File: src/rtl/ppcr_defines.svh
// offsets, field positions, reset values and key codes of the pin configuration block
`ifndef PPCR_DEFINES_SVH
`define PPCR_DEFINES_SVH

// ***************************************************
// geometry
// ***************************************************
`define PPCR_NPIN 16
`define PPCR_NRP 8
`define PPCR_NRPI 4
`define PPCR_FIX_BASE 12
`define PPCR_NPER 4
`define PPCR_FLD_W 4

// ***************************************************
// register indices
// ***************************************************
`define PPCR_OFS_DIR 4'h0
`define PPCR_OFS_LATCH 4'h1
`define PPCR_OFS_LEVEL 4'h2
`define PPCR_OFS_ANSEL 4'h3
`define PPCR_OFS_ODC 4'h4
`define PPCR_OFS_CNEN 4'h5
`define PPCR_OFS_PU 4'h6
`define PPCR_OFS_PD 4'h7
`define PPCR_OFS_SR1 4'h8
`define PPCR_OFS_SR0 4'h9
`define PPCR_OFS_CHG 4'ha
`define PPCR_OFS_INMAP 4'hb
`define PPCR_OFS_OUTMAP_LO 4'hc
`define PPCR_OFS_OUTMAP_HI 4'hd
`define PPCR_OFS_LOCK 4'he

// ***************************************************
// reset values
// ***************************************************
`define PPCR_RST_DIR 16'hffff
`define PPCR_RST_ANSEL 16'hffff
`define PPCR_RST_ZERO 16'h0000

// ***************************************************
// lock register codes
// ***************************************************
`define PPCR_LOCK_CMD 16'h00c3
`define PPCR_UNLOCK_KEY1 16'h0055
`define PPCR_UNLOCK_KEY2 16'h00aa
`define PPCR_LOCK_BIT 0

`endif

File: src/rtl/ppcr_pkg.sv
// types shared by the pin configuration block
package ppcr_pkg;

  typedef logic [15:0] ppcr_word_t;

  typedef logic [3:0] ppcr_fld_t;

  typedef enum logic [1:0] {
    lk_open,
    lk_locked,
    lk_key1
  } ppcr_lock_t;

endpackage : ppcr_pkg

File: src/rtl/ppcr_chg_if.sv
// interface between the top level and the change detector
`timescale 1ns/1ps
`default_nettype none

interface ppcr_chg_if;
  ppcr_pkg::ppcr_word_t sample;
  ppcr_pkg::ppcr_word_t enable;
  ppcr_pkg::ppcr_word_t clear;
  ppcr_pkg::ppcr_word_t flags;

  modport det (
    input sample,
    input enable,
    input clear,
    output flags
  );

  modport ctl (
    output sample,
    output enable,
    output clear,
    input flags
  );
endinterface : ppcr_chg_if

`default_nettype wire

File: src/rtl/ppcr_top.sv
// pin configuration, change notification and peripheral remap for one 16-pin port
// ***************************************************
// ***************************************************
//
// Our own choices: the placing of the registers and the strobed register port.
`timescale 1ns/1ps
`default_nettype none
`include "ppcr_defines.svh"

module ppcr_top (
  input wire logic clk,
  input wire logic arst_n,
  input wire logic [3:0] reg_addr,
  input wire logic [15:0] reg_wdata,
  input wire logic reg_we,
  input wire logic reg_re,
  output logic [15:0] reg_rdata,
  input wire logic [15:0] pin_in,
  output logic [15:0] pin_out,
  output logic [15:0] pin_oe,
  output logic [15:0] analog_en,
  output logic [15:0] analog_level,
  output logic [15:0] pullup_en,
  output logic [15:0] pulldown_en,
  output logic [31:0] slew_code,
  input wire logic [3:0] rperi_out,
  input wire logic [3:0] rperi_oe,
  output logic [3:0] rperi_in,
  input wire logic [3:0] fperi_en,
  input wire logic [3:0] fperi_out,
  input wire logic [3:0] fperi_oe,
  output logic [3:0] fperi_in,
  output logic chg_irq,
  output logic remap_locked
);

  // ***************************************************
  // functions
  // ***************************************************
  // output field: 0 is the port itself, 1..4 pick a remappable output
  function automatic logic out_sel_valid(input ppcr_pkg::ppcr_fld_t f);
    out_sel_valid = (f != 4'h0) && (f <= 4'h4);
  endfunction : out_sel_valid

  function automatic logic [1:0] out_sel_idx(input ppcr_pkg::ppcr_fld_t f);
    ppcr_pkg::ppcr_fld_t d;
    d = f - 4'h1;
    out_sel_idx = d[1:0];
  endfunction : out_sel_idx

  // input field: 0 is unassigned and reads low, 1..12 pick remap pin 0..11
  function automatic logic in_pick(input ppcr_pkg::ppcr_fld_t f,
                                   input ppcr_pkg::ppcr_word_t lvl);
    ppcr_pkg::ppcr_fld_t d;
    d = f - 4'h1;
    if (f == 4'h0 || f > 4'hc) begin
      in_pick = 1'b0;
    end else begin
      in_pick = lvl[d];
    end
  endfunction : in_pick

  // ***************************************************
  // registers
  // ***************************************************
  ppcr_pkg::ppcr_word_t dir_r;
  ppcr_pkg::ppcr_word_t latch_r;
  ppcr_pkg::ppcr_word_t ansel_r;
  ppcr_pkg::ppcr_word_t odc_r;
  ppcr_pkg::ppcr_word_t cnen_r;
  ppcr_pkg::ppcr_word_t pu_r;
  ppcr_pkg::ppcr_word_t pd_r;
  ppcr_pkg::ppcr_word_t sr1_r;
  ppcr_pkg::ppcr_word_t sr0_r;
  ppcr_pkg::ppcr_word_t inmap_r;
  ppcr_pkg::ppcr_word_t outmap_lo_r;
  ppcr_pkg::ppcr_word_t outmap_hi_r;
  ppcr_pkg::ppcr_lock_t lock_r;
  ppcr_pkg::ppcr_lock_t lock_nxt;
  logic [15:0] rdata_r;
  logic [15:0] rdata_nxt;
  logic [15:0] pin_out_r;
  logic [15:0] pin_oe_r;
  logic [15:0] pin_out_nxt;
  logic [15:0] pin_oe_nxt;
  logic [15:0] analog_en_r;
  logic [15:0] analog_lvl_r;
  logic [15:0] analog_lvl_nxt;
  logic [3:0] rperi_in_r;
  logic [3:0] rperi_in_nxt;
  logic [3:0] fperi_in_r;
  logic chg_irq_r;
  logic locked_r;
  ppcr_chg_if chg ();

  // ***************************************************
  // register decode
  // ***************************************************
  wire wr_dir = reg_we && (reg_addr == `PPCR_OFS_DIR);
  wire wr_latch = reg_we && ((reg_addr == `PPCR_OFS_LATCH) || (reg_addr == `PPCR_OFS_LEVEL));
  wire wr_ansel = reg_we && (reg_addr == `PPCR_OFS_ANSEL);
  wire wr_odc = reg_we && (reg_addr == `PPCR_OFS_ODC);
  wire wr_cnen = reg_we && (reg_addr == `PPCR_OFS_CNEN);
  wire wr_pu = reg_we && (reg_addr == `PPCR_OFS_PU);
  wire wr_pd = reg_we && (reg_addr == `PPCR_OFS_PD);
  wire wr_sr1 = reg_we && (reg_addr == `PPCR_OFS_SR1);
  wire wr_sr0 = reg_we && (reg_addr == `PPCR_OFS_SR0);
  wire wr_chg = reg_we && (reg_addr == `PPCR_OFS_CHG);
  wire wr_lock = reg_we && (reg_addr == `PPCR_OFS_LOCK);
  // remap registers ignore writes only in the locked state; the key1 state still accepts them
  wire map_open = (lock_r != ppcr_pkg::lk_locked);
  wire wr_inmap = reg_we && map_open && (reg_addr == `PPCR_OFS_INMAP);
  wire wr_omlo = reg_we && map_open && (reg_addr == `PPCR_OFS_OUTMAP_LO);
  wire wr_omhi = reg_we && map_open && (reg_addr == `PPCR_OFS_OUTMAP_HI);

  // ***************************************************
  // pin classification
  // ***************************************************
  // analog input: both bits one
  wire [15:0] analog_in = ansel_r & dir_r;
  // peripheral paths and change detection live only where analog select is clear
  wire [15:0] digital = ~ansel_r;
  // level seen by software and by digital peripherals
  wire [15:0] pin_level = pin_in & ~analog_in;
  wire [15:0] dig_level = pin_in & digital;
  wire [31:0] outmap = {outmap_hi_r, outmap_lo_r};

  // ***************************************************
  // lock sequence
  // ***************************************************
  // two keys on back-to-back lock writes reopen the map; any other write between them relocks
  always_comb begin
    lock_nxt = lock_r;
    if (wr_lock) begin
      case (lock_r)
        ppcr_pkg::lk_open: begin
          if (reg_wdata == `PPCR_LOCK_CMD) begin
            lock_nxt = ppcr_pkg::lk_locked;
          end
        end
        ppcr_pkg::lk_locked: begin
          if (reg_wdata == `PPCR_UNLOCK_KEY1) begin
            lock_nxt = ppcr_pkg::lk_key1;
          end
        end
        ppcr_pkg::lk_key1: begin
          if (reg_wdata == `PPCR_UNLOCK_KEY2) begin
            lock_nxt = ppcr_pkg::lk_open;
          end else begin
            lock_nxt = ppcr_pkg::lk_locked;
          end
        end
        default: begin
          lock_nxt = ppcr_pkg::lk_locked;
        end
      endcase
    end else if (reg_we && lock_r == ppcr_pkg::lk_key1) begin
      // any other write between the keys aborts the unlock
      lock_nxt = ppcr_pkg::lk_locked;
    end
  end

  // ***************************************************
  // output drive priority
  // ***************************************************
  // order: analog isolates the peripherals, remap beats fixed, fixed beats port
  always_comb begin
    logic [3:0] fld;
    logic drv;
    logic dat;
    fld = 4'h0;
    drv = 1'b0;
    dat = 1'b0;
    pin_out_nxt = 16'h0000;
    pin_oe_nxt = 16'h0000;
    for (int i = 0; i < `PPCR_NPIN; i++) begin
      drv = ~dir_r[i];
      dat = latch_r[i];
      if (i < `PPCR_NRP) begin
        fld = outmap[4*i +: 4];
      end else begin
        fld = 4'h0;
      end
      if (digital[i] && out_sel_valid(fld)) begin
        // remapped output owns the pin while selected; its peripheral's oe alone decides the drive
        drv = rperi_oe[out_sel_idx(fld)];
        dat = rperi_out[out_sel_idx(fld)];
      end else if (i >= `PPCR_FIX_BASE && digital[i] && fperi_en[i - `PPCR_FIX_BASE]
                   && fperi_oe[i - `PPCR_FIX_BASE]) begin
        drv = 1'b1;
        dat = fperi_out[i - `PPCR_FIX_BASE];
      end
      if (odc_r[i]) begin
        // open drain: pull low only, release for a one
        pin_oe_nxt[i] = drv & ~dat;
        pin_out_nxt[i] = 1'b0;
      end else begin
        pin_oe_nxt[i] = drv;
        pin_out_nxt[i] = dat;
      end
    end
  end

  // analog side sees the pin, or the latch level when the port drives it
  assign analog_lvl_nxt = ansel_r & ((~dir_r & latch_r) | (dir_r & pin_in));

  // ***************************************************
  // input routing
  // ***************************************************
  always_comb begin
    for (int k = 0; k < `PPCR_NPER; k++) begin
      rperi_in_nxt[k] = in_pick(inmap_r[4*k +: 4], dig_level);
    end
  end

  // ***************************************************
  // read mux
  // ***************************************************
  always_comb begin
    rdata_nxt = 16'h0000;
    case (reg_addr)
      `PPCR_OFS_DIR: rdata_nxt = dir_r;
      `PPCR_OFS_LATCH: rdata_nxt = latch_r;
      `PPCR_OFS_LEVEL: rdata_nxt = pin_level;
      `PPCR_OFS_ANSEL: rdata_nxt = ansel_r;
      `PPCR_OFS_ODC: rdata_nxt = odc_r;
      `PPCR_OFS_CNEN: rdata_nxt = cnen_r;
      `PPCR_OFS_PU: rdata_nxt = pu_r;
      `PPCR_OFS_PD: rdata_nxt = pd_r;
      `PPCR_OFS_SR1: rdata_nxt = sr1_r;
      `PPCR_OFS_SR0: rdata_nxt = sr0_r;
      `PPCR_OFS_CHG: rdata_nxt = chg.flags;
      `PPCR_OFS_INMAP: rdata_nxt = inmap_r;
      `PPCR_OFS_OUTMAP_LO: rdata_nxt = outmap_lo_r;
      `PPCR_OFS_OUTMAP_HI: rdata_nxt = outmap_hi_r;
      `PPCR_OFS_LOCK: rdata_nxt = {15'h0000, locked_r};
      default: rdata_nxt = 16'h0000;
    endcase
  end

  // ***************************************************
  // change notification
  // ***************************************************
  // detector runs on clk; a stopped clock in sleep needs the clock kept alive
  assign chg.sample = dig_level;
  assign chg.enable = cnen_r & dir_r & digital;
  assign chg.clear = wr_chg ? reg_wdata : 16'h0000;

  ppcr_chg_det u_chg (
    .clk(clk),
    .arst_n(arst_n),
    .chg(chg)
  );

  // ***************************************************
  // configuration flops
  // ***************************************************
  always_ff @(posedge clk or negedge arst_n) begin
    if (!arst_n) begin
      dir_r <= `PPCR_RST_DIR;
      ansel_r <= `PPCR_RST_ANSEL;
      latch_r <= `PPCR_RST_ZERO;
      odc_r <= `PPCR_RST_ZERO;
      cnen_r <= `PPCR_RST_ZERO;
    end else begin
      if (wr_dir) dir_r <= reg_wdata;
      if (wr_ansel) ansel_r <= reg_wdata;
      if (wr_latch) latch_r <= reg_wdata;
      if (wr_odc) odc_r <= reg_wdata;
      if (wr_cnen) cnen_r <= reg_wdata;
    end
  end

  always_ff @(posedge clk or negedge arst_n) begin
    if (!arst_n) begin
      pu_r <= `PPCR_RST_ZERO;
      pd_r <= `PPCR_RST_ZERO;
      sr1_r <= `PPCR_RST_ZERO;
      sr0_r <= `PPCR_RST_ZERO;
    end else begin
      if (wr_pu) pu_r <= reg_wdata;
      if (wr_pd) pd_r <= reg_wdata;
      if (wr_sr1) sr1_r <= reg_wdata;
      if (wr_sr0) sr0_r <= reg_wdata;
    end
  end

  // map registers reset to zero so nothing is routed until assigned
  always_ff @(posedge clk or negedge arst_n) begin
    if (!arst_n) begin
      inmap_r <= `PPCR_RST_ZERO;
      outmap_lo_r <= `PPCR_RST_ZERO;
      outmap_hi_r <= `PPCR_RST_ZERO;
      lock_r <= ppcr_pkg::lk_open;
    end else begin
      if (wr_inmap) inmap_r <= reg_wdata;
      if (wr_omlo) outmap_lo_r <= reg_wdata;
      if (wr_omhi) outmap_hi_r <= reg_wdata;
      lock_r <= lock_nxt;
    end
  end

  // ***************************************************
  // output flops
  // ***************************************************
  always_ff @(posedge clk or negedge arst_n) begin
    if (!arst_n) begin
      rdata_r <= 16'h0000;
      pin_out_r <= 16'h0000;
      pin_oe_r <= 16'h0000;
      analog_en_r <= 16'h0000;
      analog_lvl_r <= 16'h0000;
    end else begin
      rdata_r <= reg_re ? rdata_nxt : 16'h0000;
      pin_out_r <= pin_out_nxt;
      pin_oe_r <= pin_oe_nxt;
      analog_en_r <= ansel_r;
      analog_lvl_r <= analog_lvl_nxt;
    end
  end

  always_ff @(posedge clk or negedge arst_n) begin
    if (!arst_n) begin
      rperi_in_r <= 4'h0;
      fperi_in_r <= 4'h0;
      chg_irq_r <= 1'b0;
      locked_r <= 1'b0;
    end else begin
      rperi_in_r <= rperi_in_nxt;
      fperi_in_r <= dig_level[`PPCR_FIX_BASE +: 4];
      chg_irq_r <= |chg.flags;
      locked_r <= (lock_nxt == ppcr_pkg::lk_locked);
    end
  end

  // ***************************************************
  // outputs
  // ***************************************************
  always_comb begin
    for (int j = 0; j < `PPCR_NPIN; j++) begin
      slew_code[2*j +: 2] = {sr1_r[j], sr0_r[j]};
    end
  end

  assign reg_rdata = rdata_r;
  assign pin_out = pin_out_r;
  assign pin_oe = pin_oe_r;
  assign analog_en = analog_en_r;
  assign analog_level = analog_lvl_r;
  assign pullup_en = pu_r;
  assign pulldown_en = pd_r;
  assign rperi_in = rperi_in_r;
  assign fperi_in = fperi_in_r;
  assign chg_irq = chg_irq_r;
  assign remap_locked = locked_r;

endmodule : ppcr_top

`default_nettype wire

File: src/rtl/ppcr_chg_det.sv
// change-of-state detector with sticky per-pin flags
`timescale 1ns/1ps
`default_nettype none

module ppcr_chg_det (
  input wire logic clk,
  input wire logic arst_n,
  ppcr_chg_if.det chg
);

  ppcr_pkg::ppcr_word_t prev_r;
  ppcr_pkg::ppcr_word_t flags_r;
  ppcr_pkg::ppcr_word_t hit;
  ppcr_pkg::ppcr_word_t flags_nxt;

  // compare with last stored level on enabled pins only
  assign hit = (chg.sample ^ prev_r) & chg.enable;
  // a new change beats a clear in the same cycle
  assign flags_nxt = (flags_r & ~chg.clear) | hit;

  always_ff @(posedge clk or negedge arst_n) begin
    if (!arst_n) begin
      prev_r <= 16'h0000;
      flags_r <= 16'h0000;
    end else begin
      prev_r <= chg.sample;
      flags_r <= flags_nxt;
    end
  end

  assign chg.flags = flags_r;

endmodule : ppcr_chg_det

`default_nettype wire

File: config.mk
export PLATFORM = sky130hd
export DESIGN_NAME = ppcr_top
export DESIGN_NICKNAME = d
export VERILOG_FILES = /design/src/rtl/ppcr_pkg.sv /design/src/rtl/ppcr_chg_if.sv /design/src/rtl/ppcr_top.sv /design/src/rtl/ppcr_chg_det.sv
export VERILOG_INCLUDE_DIRS = /design/src /design/src/rtl
export SDC_FILE = /design/constraint.sdc
export NUM_CORES = 1
export LEC_CHECK = 0
export BUFFER_PORTS_ARGS = -buffer_cell sky130_fd_sc_hd__buf_2
export CAP_MARGIN = 20
export CORE_MARGIN = 4
export CORE_UTILIZATION = 50
export CTS_CLUSTER_SIZE = 25
export DETAILED_ROUTE_END_ITERATION = 10
export GPL_TIMING_DRIVEN = 0
export PLACE_DENSITY = 0.71
export SLEW_MARGIN = 10
export SYNTH_ARGS = -nofsm -noshare
export SYNTH_HDL_FRONTEND = slang
export SYNTH_SLANG_ARGS = --single-unit
File: constraint.sdc
create_clock -name clk -period 3.4 [get_ports clk]
set_clock_uncertainty 0.2 [all_clocks]
set_input_delay 0.51 -clock clk [delete_from_list [all_inputs] [get_ports clk]]
set_output_delay 0.51 -clock clk [all_outputs]
set_load 0.03 [all_outputs]
# Yosys cells after proc, flatten, opt, wreduce, memory -nomap -nowiden
# Index checks and enable logic that the tools add are counted.
# totals
regBits,316
in_bits,60
out_inout_bits,154
wordCells,315
# op_classes
add_sub_neg,12
magnitude_cmp,24
eq_ne,21
mux,109
bitwise,65
n_reduce_logical,60
# ops
cell,count
one-hot mux 16 bit (15 select lines),1
bitwise AND 16 bit,10
2-to-1 mux 1 bit,81
NOT 16 bit,4
logical AND 1 bit,40
binary-select mux 1 bit (select 2 bit),16
"== test 16 x 8 -> 1 bit, second input constant",2
"less-or-equal comparator 4 x 3 -> 1 bit, second input constant",8
2-to-1 mux 16 bit,2
NOT 1 bit,32
bitwise OR 16 bit,2
nonzero test 4 bit,8
"== test 4 bit, second input constant",7
"< comparator 2 x 3 -> 1 bit, second input constant",8
logical NOT 4 bit,5
"< comparator 4 x 5 -> 1 bit, second input constant",4
bitwise AND 1 bit,16
binary-select mux 1 bit (select 4 bit),4
"== test 16 x 7 -> 1 bit, second input constant",1
"== test 4 x 3 -> 1 bit, second input constant",4
"> comparator 4 bit, second input constant",4
OR reduction 16 bit,1
"subtractor 2 x 1 -> 2 bit, second input constant",8
"subtractor 4 x 1 -> 4 bit, second input constant",4
10 further kinds,19

# Longest topological paths before layout
# Gate-level depths: netlist of run 1.
# logic_depth
depth_word,7
mapped_depth,8
depth_no_buf,7

# Modules after synthesis
# A second synthesis of run 1 with hierarchy kept.
# unflattened
cells_unflattened,1242
area_unflattened_um2,15658.8
# modules_own_cells
module,n_inst,cells_each,area_each_um2,seq_area_each_um2
ppcr_top,1,1162,14517.7,7146.9
ppcr_chg_det,1,80,1141.1,800.8

# Worst setup path before layout of run 1
# OpenSTA, ideal clock, no wires.
# synth_timing
kind,flip-flop to flip-flop
startpoint,register inmap_r[4]
endpoint,register rperi_in_r[1] (netlist: rperi_in[1])
setup_ns,0.133
t_arrival_ns,2.133
required_ns,3.067
setup_slack_ns,0.934
stages_incl_launch_ff,9
synth_period_minus_slack_ns,2.466
cell_sequence,dfrtp_1 -> clkbuf_1 -> inv_1 -> ha_1 -> xnor2_2 -> mux4_2 -> mux2_2 -> a22oi_2 -> nand4_1
# synth_via
elab_chain_len,4
word_cells_on_any_way,7
classes_between,1 x add/sub; 1 x order compare; 3 x mux; 2 x reduce/logical
# synth_lines
element,line,text
start: declaration,ppcr_top.sv:75,ppcr_pkg::ppcr_word_t inmap_r;
start signal: assignment,ppcr_top.sv:291,inmap_r <= `PPCR_RST_ZERO;
start signal: assignment,ppcr_top.sv:296,if (wr_inmap) inmap_r <= reg_wdata;
subtractor 4 x 1 -> 4 bit,ppcr_top.sv:55,d = f - 4'h1;
binary-select mux 1 bit (select 4 bit),ppcr_top.sv:59,in_pick = lvl[d];
2-to-1 mux 1 bit (not written as such),ppcr_top.sv:59,
2-to-1 mux 1 bit (*),ppcr_top.sv:56,if (f == 4'h0 || f > 4'hc) begin
net rperi_in_nxt[1],ppcr_top.sv:90,logic [3:0] rperi_in_nxt;
end signal: assignment,ppcr_top.sv:329,rperi_in_r <= rperi_in_nxt;
end: declaration,ppcr_top.sv:89,logic [3:0] rperi_in_r;
# The timed path passes the listed nets; every way through them passes the cells marked *. The select of a mux whose other input is x is not followed.
# A chain may end at the register's enable or synchronous reset.

# Worst setup path in the final report of run 1
# layout_timing
startpoint,register inmap_r[0]
endpoint,register rperi_in_r[0] (netlist: rperi_in[0])
# The elaborated chain is that of the path after synthesis.

==> results of run 1 <==
-- critical path, cell delays in order, from the launching register on --
cell	delay (ps)
dfrtp_1	320
clkbuf_1	360
inv_1	180
ha_1	270
xnor2_2	280
mux4_2	550
mux2_2	300
o21ai_0	90
nand4_1	190
-- layout by cell type (no fill, tap or decap), types with 19 or more instances in the layout --
cell       synthesis  routed
clkbuf_16          0      37
a22oi_1           34      34
dfstp_2           32      32
o21ai_0           38      38
mux4_2            30      30
dfrtp_1          280     280
clkbuf_1          24      30
mux2i_1           39      39
xor2_1            19      19
nor2b_1           46      46
buf_2             28     240
nand2_1           90      90
nor2_1            31      31
inv_1             37      37
a21oi_1           21      21
mux2_2           197     197
nand3_1           26      26
-- power by group through the flow --
stage                     Clock, mW  Combinational (mW)  Sequential [mW]
after floorplan                   0                1.20             5.84
after global placement            0                2.89             5.31
after detailed placement          0                2.94             5.33
after CTS                      4.20                2.96             5.28
after global routing           4.38                3.14             5.38
final                          4.18                2.97             5.30
-- stage by stage --
step	cell area, sq um	setup TNS [ps]
2_1_floorplan	15500	0
3_3_place_gp	17100	-1230470
3_5_place_dp	17100	0
4_1_cts	18400	0
5_1_grt	18400	0
6_report	18400	0
-- logic make-up after synthesis --
kind of cell             after synthesis  share of synthesized area
AO/OA/AOI/OAI                        199                     0.0938
XOR/XNOR                              28                     0.0178
adder cells (fa/ha/maj)               16                     0.0129
buffers and inverters                115                     0.0370
flip-flops                           312                      0.506
multiplexers                         278                      0.226
AND/OR/NAND/NOR                      295                      0.106
-- how the worst max path moves through the flow --
stage,from,to,slack (ps),cells past startpoint
after global routing,inmap_r[0],rperi_in[0],380,8
after CTS,inmap_r[0],rperi_in[0],550,8
final,inmap_r[0],rperi_in[0],500,8
after floorplan,inmap_r[4],rperi_in[1],930,8
after detailed placement,reg_addr[0],reg_rdata[4],420,8
after global placement,arst_n,analog_en[2],-4180,1
-- what timing repair did --
action	CTS	global route
buffers inserted	0	0
hold endpoints to repair	80	0
hold buffers	1	0
-- synthesized netlist by cell type (all sizes together), types with 7 or more instances --
master / count / area, sq um
nand3: 29 / 160
nor2: 36 / 176
a32o: 7 / 70.1
nor2b: 46 / 288
nand2: 93 / 357
nand2b: 12 / 75.1
a21oi: 21 / 105
a22o: 15 / 131
nand4: 8 / 50.1
inv: 38 / 143
ha: 16 / 200
nor3: 10 / 66.3
and3: 9 / 56.3
mux2: 203 / 2290
buf: 52 / 335
a22oi: 36 / 280
a31oi: 8 / 50.1
mux4: 36 / 833
a221oi: 12 / 105
xor2: 19 / 166
o21ai: 41 / 205
nand3b: 8 / 60.1
mux2i: 39 / 390
dfrtp: 280 / 7010
xnor2: 9 / 109
a32oi: 17 / 149
clkbuf: 25 / 95.1
or3: 9 / 56.3
dfstp: 32 / 841
-- area by class of cell --
| cell class | count | area (sq um) |
|---|---|---|
| well taps | 396 | 495 |
| clock inverters | 15 | 258 |
| multi-input cells | 816 | 7090 |
| fillers | 2536 | 12200 |
| repair buffers | 216 | 1140 |
| flip-flops and latches | 312 | 7850 |
| plain buffers | 77 | 430 |
| clock buffers | 47 | 1000 |
| inverters | 38 | 143 |
| diodes | 2 | 5.00 |
-- per-layer routing --
metal  vias up  routed length (um)
li1       5098                   -
met1      6264               22500
met2       830               23900
met3       190                6170
met4         2                3320
met5         -                  20
==> reports/summary.log, run 1 <==
INFO  die            floorplan.die_area=0.0339sqmm
INFO  global_route   grt.met1_usage=0.468
INFO  global_route   vias_in_the_first_global_route=12300
INFO  worst_setup_path crit_arrival=3050ps
INFO  logic_synthesis avgSynthCellArea=12.5squm
INFO  worst_setup_path timing.rr.start=inmap_r[0]
INFO  clock_network  clk_transition_reported_paths=60ps
INFO  logic_synthesis ys_types=81
INFO  sta            slew_headroom=0.305
INFO  drt            drc_errors=0
INFO  placed_design  place.gp.congestion=0.991
INFO  placed_design  placed_cells=1853
INFO  placed_design  placement.setup.worst_slack=420ps
INFO  layout         area_delta_synth_final=18.7%
INFO  worst_setup_path cp-start-kind=flop
INFO  power          total_power=12.5mW
INFO  die            core_region_area=0.0306sqmm
INFO  global_route   grt_max_degree=117
INFO  hold_path      min_path_type=input pin to flop
INFO  clock_network  h_tree_lvls=2
INFO  power          p_leak=8.40nW
INFO  worst_setup_path reg2reg_to=rperi_in[0]
INFO  layout         final_layout_size_suffix_gt1_frac=0.403
INFO  drt            detailedRoute.firstPassIterationCount=5
INFO  logic_synthesis synth-edff-count=0
INFO  sta            report.final.slew_viol_count=0
INFO  die            width_of_the_die=184um
INFO  global_route   global_route.usage.total=0.327
INFO  logic_synthesis synthesis.nets=1319
INFO  global_route   grt_overflow=0
INFO  clock_network  cts_made_buffers=35
INFO  hold_path      end_point_of_the_most_critical_hold_path=pullup_en[12]
INFO  logic_synthesis dominantRegCellSynth=dfrtp_1
INFO  drt            drt-wirelength-per-cell=29.1um
INFO  sta            worst_pin_slew=1030ps
INFO  logic_synthesis synth-async-reset-ratio=1.00
INFO  power          power.share.sequential=0.426
INFO  power          power.switching_fraction=0.336
INFO  clock_network  clk_latency=520ps
INFO  sta            period_minus_ws_final=2900ps
INFO  power          proportion_of_power_drawn_by_combinational_gates=0.238
INFO  global_route   globalRoute.busiestLayer=met2
INFO  worst_setup_path reg2reg_slack=500ps
INFO  drt            first_iter_violations=1462
INFO  placed_design  place_hpwl=40500um
INFO  sta            final_worst_path_period_share=0.853
INFO  outcome        outcome=completed
INFO  clock_network  clock_tree_root_buffer_cell=clkbuf_16
INFO  logic_synthesis syn-instance-count=1243
INFO  worst_setup_path worstSetupPathType=flop to flop
INFO  power          clock_power_share=0.336
INFO  logic_synthesis count_of_state_elements_after_synthesis=312
INFO  clock_network  post_cts.resized_instances=0
INFO  logic_synthesis synth.yosys.warnings=0
INFO  global_route   grt_util_met3=0.0772
INFO  worst_setup_path critPathMaxFanout=6
INFO  hold_path      worst_hold_startpoint=reg_wdata[12]
INFO  clock_network  tritoncts=yes
INFO  power          max-vdd-ir-drop=0.353mV
INFO  drt            vias=12400
INFO  drt            antenna_violating_nets_post_route=0
INFO  die            die_height=184um
INFO  die            ios=214
INFO  worst_setup_path critPathRequiredTime=3550ps
INFO  layout         layoutNonFillerInstCount=1919
INFO  global_route   number_of_antenna_violations_at_the_first_check_in_global_routing=3
INFO  drt            via_per_inst=6.45
INFO  power          internal_power=8.27mW
INFO  sta            timing.final.setup_violations=0
INFO  die            rows=64
INFO  worst_setup_path rr_worst_depth=8
INFO  clock_network  clockBufferDepth=3
INFO  layout         final_nets=1572
INFO  drt            routed_wirelength=55900um
INFO  sta            final-hold-violation-count=0
INFO  sta            max_freq=345MHz
INFO  global_route   grt.met2_usage=0.472
INFO  sta            hold_slack=110ps
INFO  logic_synthesis mappedNetlistArea=0.0155sqmm
INFO  global_route   global_route_wire_length_before_repair=82000um
INFO  sta            setup_slack=501ps
INFO  logic_synthesis seq_area_frac_synth=0.506
INFO  power          cellPowerDensity=676mW/mm^2
INFO  job            number_of_max_capacitance_violations_reported=0
INFO  worst_setup_path end_kind=flop
INFO  sta            rsz_0062_raised_after_global_routing=false
INFO  hold_path      hold_depth=2
INFO  clock_network  clock-sinks=312
INFO  power          net-switching-power=4.18mW
INFO  layout         fin_util=0.602
INFO  die            starting_density=0.507
INFO  placed_design  port_bufs=212
No activity file was read; power rests on OpenSTA's default activity.
==> inputs of run 2 (changes only) <==
--- a/config.mk
+++ b/config.mk
@@ -14,6 +14,7 @@
 export DETAILED_ROUTE_END_ITERATION = 10
 export GPL_TIMING_DRIVEN = 0
 export PLACE_DENSITY = 0.71
+export REMOVE_ABC_BUFFERS = 1
 export SLEW_MARGIN = 10
 export SYNTH_ARGS = -nofsm -noshare
 export SYNTH_HDL_FRONTEND = slang
==> reports/summary.log, run 2 (synthesized netlist as in run 1, its figures left out) <==
INFO  outcome        outcome=completed
INFO  power          clock_power_share=0.307 [-0.029]
INFO  clock_network  clk_transition_reported_paths=60ps [about the same]
INFO  sta            period_minus_ws_final=3200ps [+297 ps]
INFO  drt            met1Wirelength=20000um [-11%]
INFO  power          internal_power=7.78mW [-5.9%]
INFO  placed_design  port_bufs=213 [+0.47%]
INFO  drt            met2_length=22400um [-6.5%]
INFO  drt            drt-wirelength-per-cell=26.8um [-7.9%]
INFO  worst_setup_path critPathMaxFanout=27 [+21]
INFO  layout         final_layout_size_suffix_gt1_frac=0.389 [-0.0136]
INFO  global_route   grt_max_degree=106 [-9.4%]
INFO  sta            rsz_0062_raised_after_global_routing=false
INFO  worst_setup_path worstSetupPathType=input pin to flop
INFO  clock_network  clock_tree_root_buffer_cell=clkbuf_16
INFO  sta            worst_pin_slew=1180ps [+143 ps]
INFO  die            width_of_the_die=184um [unchanged]
INFO  die            rows=64 [unchanged]
INFO  sta            slew_headroom=0.214 [-0.0907]
INFO  die            ios=214 [unchanged]
INFO  global_route   grt_overflow=0 [unchanged]
INFO  drt            routed_wirelength=49700um [-11%]
INFO  power          p_leak=8.18nW [-2.7%]
INFO  power          cellPowerDensity=650mW/mm^2 [-3.9%]
INFO  sta            final-hold-violation-count=0 [unchanged]
INFO  power          total_power=11.7mW [-5.8%]
INFO  global_route   global_route.usage.total=0.291 [-0.0364]
INFO  drt            antenna_violating_nets_post_route=0 [unchanged]
INFO  layout         finalInstanceArea=0.0180sqmm [-2.0%]
INFO  worst_setup_path end_kind=flop
INFO  layout         area_delta_synth_final=16.3%
INFO  die            core_region_area=0.0306sqmm [unchanged]
INFO  sta            max_freq=313MHz [-9.3%]
INFO  die            die_height=184um [unchanged]
INFO  global_route   vias_in_the_first_global_route=11800 [-3.8%]
INFO  layout         final_cell_mix=dfrtp_1 (280), buf_2 (212), mux2_2 (197), nand2_1 (90), nor2b_1 (46)
INFO  drt            first_iter_violations=1135 [-22%]
INFO  clock_network  number_of_buffers_inserted_by_post_cts_setup_repair=0 [unchanged]
INFO  sta            report.final.slew_viol_count=0 [unchanged]
INFO  layout         fin_util=0.590 [-0.0123]
INFO  power          proportion_of_power_drawn_by_combinational_gates=0.249 [+0.011]
INFO  layout         mostFrequentLayoutCell=dfrtp_1
INFO  sta            timing.final.setup_violations=0 [unchanged]
INFO  placed_design  place_hpwl=33800um [-16%]
INFO  job            number_of_max_capacitance_violations_reported=0 [unchanged]
INFO  power          power.share.sequential=0.444 [+0.018]
INFO  drt            met3WireLength=5230um [-15%]
INFO  power          max-vdd-ir-drop=0.387mV [+9.6%]
INFO  clock_network  tritoncts=yes
INFO  power          power.switching_fraction=0.337 [+0.000699]
INFO  die            starting_density=0.507 [unchanged]
INFO  drt            top_signal_layer_used=met4
INFO  clock_network  cts_hold_repair.buffers=1 [unchanged]
INFO  layout         layoutNonFillerInstCount=1852 [-3.5%]
INFO  drt            vias=11700 [-5.2%]
INFO  clock_network  post_cts.resized_instances=0 [unchanged]
INFO  drt            drc_errors=0 [unchanged]
INFO  global_route   global_route_wire_length_before_repair=74500um [-9.2%]
INFO  clock_network  clk_latency=510ps [about the same]
INFO  placed_design  place.gp.congestion=0.968 [-2.3%]
INFO  layout         insertedDiodeCount=0 [-2]
INFO  worst_setup_path critPathRequiredTime=3570ps [+20 ps]
INFO  drt            detailedRoute.firstPassIterationCount=5 [unchanged]
INFO  worst_setup_path reg2reg_slack=640ps [+140 ps]
INFO  sta            final_worst_path_period_share=0.940 [+0.0873]
INFO  worst_setup_path cp-start-kind=input pin
INFO  clock_network  clock-sinks=312 [unchanged]
INFO  placed_design  placed_cells=1786 [-3.6%]
INFO  sta            hold_slack=137ps [+27.1 ps]
INFO  layout         n_fill_cell=2564 [+1.1%]
INFO  drt            via_per_inst=6.34 [-1.8%]
INFO  power          net-switching-power=3.95mW [-5.6%]
INFO  clock_network  clockBufferDepth=3 [unchanged]
INFO  clock_network  h_tree_lvls=2 [unchanged]
INFO  placed_design  placement.setup.worst_slack=-439ps [-859 ps]
INFO  hold_path      min_path_type=input pin to flop
INFO  placed_design  post_dp_cell_area=0.0169sqmm [-1.4%]
INFO  sta            setup_slack=205ps [-297 ps]
INFO  global_route   number_of_antenna_violations_at_the_first_check_in_global_routing=0 [-3]
INFO  die            floorplan.die_area=0.0339sqmm [unchanged]
INFO  layout         final_nets=1506 [-4.2%]
INFO  clock_network  cts_made_buffers=35 [unchanged]
INFO  sta            fin_setup_tns=0ps [unchanged]
INFO  worst_setup_path crit_arrival=3370ps [+320 ps]
==> run 2: final timing paths <==
path                               from           end  cells after the start
min in group asynchronous        arst_n  analog_en[5]                      2
setup / recovery            reg_addr[0]     odc_r[14]                      4
setup reg to reg             inmap_r[4]   rperi_in[1]                      7
hold / removal             fperi_out[0]    pin_oe[12]                      3
hold reg to reg              ansel_r[8]  analog_en[8]                      0
max in group asynchronous        arst_n     dir_r[13]                      4
==> run 2: power groups by stage <==
stage | Sequential, mW | Clock [mW] | Combinational (mW)
3_5_place_dp | 5.26 | 0 | 2.90
6_report | 5.21 | 3.60 | 2.92
5_1_grt | 5.31 | 3.81 | 3.10
3_3_place_gp | 5.24 | 0 | 2.82
4_1_cts | 5.20 | 3.63 | 2.92
2_1_floorplan | 5.86 | 0 | 1.10
==> run 2: routing by layer <==
metal	track usage	vias to the layer above
met4	0.114	0
li1	-	4957
met5	0	-
met3	0.0701	133
met2	0.436	713
met1	0.412	5934
==> run 2: final cells by class <==
cell class | instances | area [sq um] | share of cell area
multi-input combinational | 816 | 7110 | 0.394
clock buffer | 56 | 1060 | 0.0586
sequential | 312 | 7850 | 0.435
inverter | 38 | 143 | 0.00791
tap | 396 | 495 | 0.0275
clock inverter | 7 | 35.0 | 0.00194
timing repair buffer | 227 | 1350 | 0.0749
==> run 2: worst max-delay path, stage by stage <==
cell and delay [ps]:
buf_2 320, nor2_2 960, nand3_2 970, mux2_2 570
